### src/hcr_pkg.sv
// Package for the hit-count result bank: register offsets, widths, reset values and carriers.
// Assumes an 8-bit register address from the sensor's host register interface.
package hcr_pkg;
    localparam int unsigned ADDR_W     = 8;
    localparam int unsigned DATA_W     = 8;
    localparam int unsigned SUM_W      = 32;
    localparam int unsigned SUM_BYTES  = 4;
    localparam logic [7:0]  REF_BYTE0  = 8'h33;
    localparam logic [7:0]  REF_BYTE1  = 8'h34;
    localparam logic [7:0]  REF_BYTE2  = 8'h35;
    localparam logic [7:0]  REF_BYTE3  = 8'h36;
    localparam logic [7:0]  TGT_BYTE0  = 8'h37;
    localparam logic [7:0]  TGT_BYTE1  = 8'h38;
    localparam logic [7:0]  TGT_BYTE2  = 8'h39;
    localparam logic [7:0]  TGT_BYTE3  = 8'h3A;
    localparam logic [31:0] SUM_RESET  = 32'h0000_0000;
    localparam logic [7:0]  READ_ZERO  = 8'h00;

    // One finished measurement as handed over by the distance engine
    typedef struct packed {
        logic        object_found;
        logic        distance_algo;
        logic [31:0] ref_sum;
        logic [31:0] target_sum;
    } hcr_result_t;

    // Register read request from the host interface
    typedef struct packed {
        logic       rd;
        logic [7:0] addr;
    } hcr_read_t;
endpackage

### src/hcr_result_bank.sv
// Read-only hit-count result bank: latches two 32-bit hit sums per measurement.
// Assumes the host register interface gives one-cycle read/write strobes on i_clock.
//
// Contract
// - Reference hit sum at 0x33..0x36, lowest byte at lowest address.
// - Object hit sum at 0x37..0x3A, lowest byte at lowest address.
// - Reference sum reads zero without object or without distance algorithm.
// - Object sum reads zero without object or without distance algorithm.
`timescale 1ns/100ps
`default_nettype none
module hcr_result_bank (
    input  wire logic                 i_clock,
    input  wire logic                 i_srst,
    input  wire logic                 i_result_valid,
    input  wire hcr_pkg::hcr_result_t i_result,
    input  wire hcr_pkg::hcr_read_t   i_read,
    input  wire logic                 i_wr,
    input  wire logic [7:0]           i_wr_addr,
    input  wire logic [7:0]           i_wr_data,
    output logic                      o_rd_hit,
    output logic [7:0]                o_rd_data
);
    logic [31:0] ref_sum;
    logic [31:0] target_sum;
    logic [31:0] next_ref_sum;
    logic [31:0] next_target_sum;
    logic        next_rd_hit;
    logic [7:0]  next_rd_data;
    logic        result_ok;
    logic        ref_hit;
    logic        tgt_hit;
    logic [7:0]  ref_byte;
    logic [7:0]  tgt_byte;

    // Write port exists only so writes land somewhere harmless
    logic        unused_wr;
    assign unused_wr = i_wr ^ (^i_wr_addr) ^ (^i_wr_data);

    assign result_ok = i_result.object_found && i_result.distance_algo;

    // Sum registers: load on each finished measurement, hold otherwise
    always_comb begin
        next_ref_sum    = ref_sum;
        next_target_sum = target_sum;
        if (i_result_valid) begin
            next_ref_sum    = result_ok ? i_result.ref_sum : hcr_pkg::SUM_RESET;
            next_target_sum = result_ok ? i_result.target_sum : hcr_pkg::SUM_RESET;
        end
    end

    always_ff @(posedge i_clock) begin
        if (i_srst) begin
            ref_sum    <= hcr_pkg::SUM_RESET;
            target_sum <= hcr_pkg::SUM_RESET;
        end else begin
            ref_sum    <= next_ref_sum;
            target_sum <= next_target_sum;
        end
    end

    hcr_byte_mux #(.BASE(hcr_pkg::REF_BYTE0)) u_ref_mux (
        .i_sum  (ref_sum),
        .i_addr (i_read.addr),
        .o_hit  (ref_hit),
        .o_byte (ref_byte)
    );

    hcr_byte_mux #(.BASE(hcr_pkg::TGT_BYTE0)) u_tgt_mux (
        .i_sum  (target_sum),
        .i_addr (i_read.addr),
        .o_hit  (tgt_hit),
        .o_byte (tgt_byte)
    );

    // Read path: one registered answer per read strobe
    always_comb begin
        next_rd_hit  = 1'b0;
        next_rd_data = hcr_pkg::READ_ZERO;
        if (i_read.rd) begin
            next_rd_hit = ref_hit || tgt_hit;
            if (ref_hit) begin
                next_rd_data = ref_byte;
            end else if (tgt_hit) begin
                next_rd_data = tgt_byte;
            end
        end
    end

    always_ff @(posedge i_clock) begin
        if (i_srst) begin
            o_rd_hit  <= 1'b0;
            o_rd_data <= hcr_pkg::READ_ZERO;
        end else begin
            o_rd_hit  <= next_rd_hit;
            o_rd_data <= next_rd_data;
        end
    end

    property p_ref_byte0;
        @(posedge i_clock) disable iff (i_srst)
        i_read.rd && i_read.addr == hcr_pkg::REF_BYTE0
            |=> o_rd_hit && o_rd_data == $past(ref_sum[7:0]);
    endproperty
    a_ref_byte0: assert property (p_ref_byte0) else $error("ref byte0 wrong");

    property p_ref_byte3;
        @(posedge i_clock) disable iff (i_srst)
        i_read.rd && i_read.addr == hcr_pkg::REF_BYTE3
            |=> o_rd_hit && o_rd_data == $past(ref_sum[31:24]);
    endproperty
    a_ref_byte3: assert property (p_ref_byte3) else $error("ref byte3 wrong");

    property p_tgt_byte0;
        @(posedge i_clock) disable iff (i_srst)
        i_read.rd && i_read.addr == hcr_pkg::TGT_BYTE0
            |=> o_rd_hit && o_rd_data == $past(target_sum[7:0]);
    endproperty
    a_tgt_byte0: assert property (p_tgt_byte0) else $error("target byte0 wrong");

    property p_tgt_byte3;
        @(posedge i_clock) disable iff (i_srst)
        i_read.rd && i_read.addr == hcr_pkg::TGT_BYTE3
            |=> o_rd_hit && o_rd_data == $past(target_sum[31:24]);
    endproperty
    a_tgt_byte3: assert property (p_tgt_byte3) else $error("target byte3 wrong");

    property p_ref_zero;
        @(posedge i_clock) disable iff (i_srst)
        i_result_valid && !(i_result.object_found && i_result.distance_algo)
            |=> ref_sum == 32'h0000_0000;
    endproperty
    a_ref_zero: assert property (p_ref_zero) else $error("ref sum not cleared");

    property p_tgt_zero;
        @(posedge i_clock) disable iff (i_srst)
        i_result_valid && !(i_result.object_found && i_result.distance_algo)
            |=> target_sum == 32'h0000_0000;
    endproperty
    a_tgt_zero: assert property (p_tgt_zero) else $error("target sum not cleared");

    property p_hold;
        @(posedge i_clock) disable iff (i_srst)
        !i_result_valid |=> $stable(ref_sum) && $stable(target_sum);
    endproperty
    a_hold: assert property (p_hold) else $error("sums changed without measurement");

    property p_reset_zero;
        @(posedge i_clock) i_srst |=> ref_sum == 32'h0000_0000 && target_sum == 32'h0000_0000;
    endproperty
    a_reset_zero: assert property (p_reset_zero) else $error("sums not zero after reset");

    property p_load;
        @(posedge i_clock) disable iff (i_srst)
        i_result_valid && i_result.object_found && i_result.distance_algo
            |=> ref_sum == $past(i_result.ref_sum) && target_sum == $past(i_result.target_sum);
    endproperty
    a_load: assert property (p_load) else $error("sums not loaded");

    // Middle bytes of both sums
    property p_ref_byte1;
        @(posedge i_clock) disable iff (i_srst)
        i_read.rd && i_read.addr == hcr_pkg::REF_BYTE1
            |=> o_rd_hit && o_rd_data == $past(ref_sum[15:8]);
    endproperty
    a_ref_byte1: assert property (p_ref_byte1) else $error("ref byte1 wrong");

    property p_ref_byte2;
        @(posedge i_clock) disable iff (i_srst)
        i_read.rd && i_read.addr == hcr_pkg::REF_BYTE2
            |=> o_rd_hit && o_rd_data == $past(ref_sum[23:16]);
    endproperty
    a_ref_byte2: assert property (p_ref_byte2) else $error("ref byte2 wrong");

    property p_tgt_byte1;
        @(posedge i_clock) disable iff (i_srst)
        i_read.rd && i_read.addr == hcr_pkg::TGT_BYTE1
            |=> o_rd_hit && o_rd_data == $past(target_sum[15:8]);
    endproperty
    a_tgt_byte1: assert property (p_tgt_byte1) else $error("target byte1 wrong");

    property p_tgt_byte2;
        @(posedge i_clock) disable iff (i_srst)
        i_read.rd && i_read.addr == hcr_pkg::TGT_BYTE2
            |=> o_rd_hit && o_rd_data == $past(target_sum[23:16]);
    endproperty
    a_tgt_byte2: assert property (p_tgt_byte2) else $error("target byte2 wrong");

    // Reads outside the bank answer nothing
    property p_rd_miss;
        @(posedge i_clock) disable iff (i_srst)
        i_read.rd && (i_read.addr < hcr_pkg::REF_BYTE0 || i_read.addr > hcr_pkg::TGT_BYTE3)
            |=> !o_rd_hit && o_rd_data == hcr_pkg::READ_ZERO;
    endproperty
    a_rd_miss: assert property (p_rd_miss) else $error("stray read answered");

    // Answer stands one cycle only
    property p_rd_idle;
        @(posedge i_clock) disable iff (i_srst)
        !i_read.rd |=> !o_rd_hit && o_rd_data == hcr_pkg::READ_ZERO;
    endproperty
    a_rd_idle: assert property (p_rd_idle) else $error("answer without read");

    // Every bank address reports a hit
    property p_ref_range_hit;
        @(posedge i_clock) disable iff (i_srst)
        i_read.rd && i_read.addr >= hcr_pkg::REF_BYTE0 && i_read.addr <= hcr_pkg::REF_BYTE3
            |=> o_rd_hit;
    endproperty
    a_ref_range_hit: assert property (p_ref_range_hit) else $error("ref read missed");

    property p_tgt_range_hit;
        @(posedge i_clock) disable iff (i_srst)
        i_read.rd && i_read.addr >= hcr_pkg::TGT_BYTE0 && i_read.addr <= hcr_pkg::TGT_BYTE3
            |=> o_rd_hit;
    endproperty
    a_tgt_range_hit: assert property (p_tgt_range_hit) else $error("target read missed");

    property p_wr_ignored;
        @(posedge i_clock) disable iff (i_srst)
        i_wr && !i_result_valid |=> $stable(ref_sum) && $stable(target_sum);
    endproperty
    a_wr_ignored: assert property (p_wr_ignored) else $error("write changed a sum");

    property p_reset_out;
        @(posedge i_clock) i_srst |=> !o_rd_hit && o_rd_data == hcr_pkg::READ_ZERO;
    endproperty
    a_reset_out: assert property (p_reset_out) else $error("answer not idle after reset");

    c_valid_load: cover property (@(posedge i_clock) i_result_valid && result_ok);
    c_zero_load:  cover property (@(posedge i_clock) i_result_valid && !result_ok);
    c_read_ref:   cover property (@(posedge i_clock) i_read.rd && ref_hit);
    c_read_tgt:   cover property (@(posedge i_clock) i_read.rd && tgt_hit);
    c_wr_drop:    cover property (@(posedge i_clock) i_wr && !i_result_valid);
endmodule
`default_nettype wire

### src/hcr_byte_mux.sv
// Byte selector: picks one byte of a 32-bit sum, least significant byte at the base offset.
// Assumes a combinational use inside the result bank's read path.
`timescale 1ns/100ps
`default_nettype none
module hcr_byte_mux #(
    parameter logic [7:0] BASE = 8'h00
) (
    input  wire logic [31:0] i_sum,
    input  wire logic [7:0]  i_addr,
    output logic             o_hit,
    output logic [7:0]       o_byte
);
    logic [7:0] offset;

    always_comb begin
        offset = i_addr - BASE;
        o_hit  = (i_addr >= BASE) && (offset < 8'h04);
        o_byte = 8'h00;
        if (o_hit) begin
            o_byte = i_sum[{offset[1:0], 3'b000} +: 8];
        end
    end
endmodule
`default_nettype wire

### config.mk
export PLATFORM = sky130hd
export DESIGN_NAME = hcr_result_bank
export DESIGN_NICKNAME = d
export VERILOG_FILES = /design/src/hcr_pkg.sv /design/src/hcr_result_bank.sv /design/src/hcr_byte_mux.sv
export SDC_FILE = /design/constraint.sdc
export NUM_CORES = 1
export LEC_CHECK = 0
export BUFFER_PORTS_ARGS = -buffer_cell sky130_fd_sc_hd__buf_2
export CAP_MARGIN = 20
export CORE_MARGIN = 3
export CORE_UTILIZATION = 30
export CTS_CLUSTER_DIAMETER = 60
export DETAILED_ROUTE_END_ITERATION = 8
export GPL_TIMING_DRIVEN = 0
export PLACE_DENSITY_LB_ADDON = 0.05
export REMOVE_ABC_BUFFERS = 1
export SYNTH_ARGS = -nofsm -noshare
export SYNTH_HDL_FRONTEND = slang
export SYNTH_SLANG_ARGS = --single-unit
### constraint.sdc
create_clock -name i_clock -period 3.5 [get_ports i_clock]
set_clock_uncertainty 0.1 [all_clocks]
set_input_delay 0.7 -clock i_clock [delete_from_list [all_inputs] [get_ports i_clock]]
set_output_delay 0.7 -clock i_clock [all_outputs]
set_load 0.01 [all_outputs]
==> results.md <==
* Share of cells above drive strength 1 at 26.7%
* Final core occ at 37.6%
* HPWL after DPL at 5390 µm
* Via density at 4.66
* CP max FO at 20
* Gr ovfl total at 0
* Commonest non-fill, non-tap cell in the layout: buf_2
* Hold WC Path Type: reg -> reg
* CTS resizes at 0
* DRC violation count after routing at 0
* Final instance area at 3880 µm²
* IO Port Bufs at 86
* Status: completed
* Drt pass-1 iters at 4
* Final setup fails at 0
* Worst-Margin Slew at 1.03 ns
* Worst slew margin at 31.3%
* Crit path arrival time at 2.97 ns
* Postcts setup bufs at 0
* Leakage Power at 1.61 nW
* Post-Synthesis Cells at 348
* I/O pin count at 104
* ANT nets after route at 0
* Fillers at 1066
* Worst r2r src: target_sum[26]$_SDFFE_PP0P_
* Max VDD drop at 0.161 mV
* Area delta synth->final at 21.3%
* Top-area cell type share of the netlist area at 45.7%
* Worst r2r dst: o_rd_data[2]$_SDFF_PP0_
* Synthesized cell area at 3200 µm²
* Final period util at 81.5%
* CTS sink count at 73
* Startpoint Class: primary input
* Final min period at 2.85 ns
* Setup TNS at 0 ns
* Reg area at 1460 µm²
* Die area at 11900 µm²
* Max Root-Sink Buffers at 2
* Post-synth cell types at 24
* First DRT Iteration DRCs at 96
* Total Wirelength at 8140 µm
* TritonCTS clock tree: built
* Total GRT Usage at 14.4%
* Clock Pin Slew Worst Setup and Hold Paths at 0.07 ns
* Hold Buf Count CTS at 0
* Most frequent cells in the layout: 86 x buf_2, 73 x dfxtp_1, 72 x a21oi_1
* Initial antenna violation count at 0
* Area of the core at 10300 µm²
* Hold depth at 3
* Area contributors post-synth: dfxtp_1 46%, nor2b_1 13%, a21oi_1 11%
* Maximum capacitance violations at 0
* Count of final hold-check violations at 0
* Pwr Density at 405 nW/µm²
* First-pass GRT wire length at 13200 µm
* CTS root buf: clkbuf_8
* Chip Width at 109 µm
* Kind of critical path: in -> reg
* Max-slew violation count at 0
* Required @ worst endpoint at 3.62 ns
* RSZ-0062 raised after global routing: no
* Fmax at 350 MHz
* DR WL/cell at 14.5 µm
* CTS H-tree lvls at 3
* Placed cell area at 3720 µm²
* Number of global-route vias before repair at 2610
* Post-synthesis register bit count at 73
* Worst reg2reg setup slack at 2.25 ns
* CP endpoint kind: flop
* Synthesized area per cell at 9.19 µm²
* Clk_lat worst skew at 0.33 ns
* Initial Util at 31.0%
* Num CTS Buffers at 9
* Multi-input logic area at 1600 µm²
* DR vias at 2624
* Largest net degree at the start of global routing at 39
* WHS Endpoint: ref_sum[14]$_SDFFE_PP0P_
* Hold_sp: ref_sum[14]$_SDFFE_PP0P_
* Synth Warn # at 0
* Post-synthesis sequential area ratio at 45.7%
* Gp weighted congestion at 0.679
* N_diodes at 0
* Final-stage net count at 518
* Cell taking the most area after synthesis: dfxtp_1
* Die Y at 109 µm
* Number of core rows at 37
* R2r worst-path depth at 3
* Pwr Total at 1.57 mW
==> power by group <==
part	internal, mW	switching, mW
clock	0.253	0.291
sequential	0.848	0.00681
combinational	0.0815	0.0904
==> per-stage QoR <==
| step | hold WS (ns) | std cells | setup slack (ns) |
|---|---|---|---|
| 5_1_grt | 0.475 | 563 | 0.475 |
| 6_report | 0.486 | 563 | 0.646 |
| 3_5_place_dp | 0.471 | 547 | 0.208 |
| 2_1_floorplan | 0.443 | 322 | 1.12 |
| 4_1_cts | 0.461 | 563 | 0.578 |
| 3_3_place_gp | 0.465 | 544 | -0.812 |
==> cell families (layout without fill, tap and decap cells) <==
logic type	Yosys count	count (layout)	share of synthesized area [%]
compound gates	83	83	13.5
fa+ha+maj	1	1	0.391
buf+inv	27	106	4.34
flops	73	73	45.7
mux	16	16	12.2
simple gates	148	148	23.8
==> layer usage <==
| metal | wire length [µm] | global-route usage (%) |
|---|---|---|
| met5 | 0 | 0 |
| met4 | 38 | 3.83 |
| met3 | 478 | 4.38 |
| met2 | 3630 | 22.5 |
| met1 | 3990 | 19.4 |
==> state kept, by name, summed over array words and instances, names as in the netlist <==
name	flops
o_rd_data	8
target_sum	32
o_rd_hit	1
ref_sum	32
==> cells in the mapped netlist <==
cell      instances
a21oi_1          72
and3_1            3
and4b_1           1
buf_1             5
buf_12            1
buf_2            11
buf_6             1
clkbuf_1          8
dfxtp_1          73
ha_1              1
inv_1             1
mux4_1            8
mux4_2            8
nand2_1           1
nand3_1           9
nand3_2           1
nand4b_1          1
nor2_1           64
nor2b_1          66
nor3_1            1
o21ai_1           9
o21ba_4           1
o21bai_2          1
or3_1             1
==> how the worst max path moves through the flow <==
stage / startpoint / endpoint / slack (ns)
after floorplan: i_read[0] / o_rd_data[0]$_SDFF_PP0_ / 1.12
after global placement: i_result_valid / target_sum[28]$_SDFFE_PP0P_ / -0.81
after CTS: i_read[0] / o_rd_data[2]$_SDFF_PP0_ / 0.58
final: i_read[0] / o_rd_data[0]$_SDFF_PP0_ / 0.65
after global routing: i_read[0] / o_rd_data[3]$_SDFF_PP0_ / 0.47
after detailed placement: i_read[0] / o_rd_data[2]$_SDFF_PP0_ / 0.21
==> worst max-delay path, cell delays in order <==
cell,delay [ns]
buf_2,0.44
ha_1,0.93
mux4_1,0.70
nand3_1,0.12
a21oi_1,0.07
==> layout make-up <==
| type | count | area share [%] |
|---|---|---|
| inverters | 1 | 0.0968 |
| multi-input cells | 248 | 41.2 |
| repair buffers | 89 | 12.6 |
| well taps | 136 | 4.39 |
| flip-flops and latches | 73 | 37.7 |
| clock inverters | 4 | 0.516 |
| clock buffers | 12 | 3.48 |
Power figures use the tool's default switching activity.
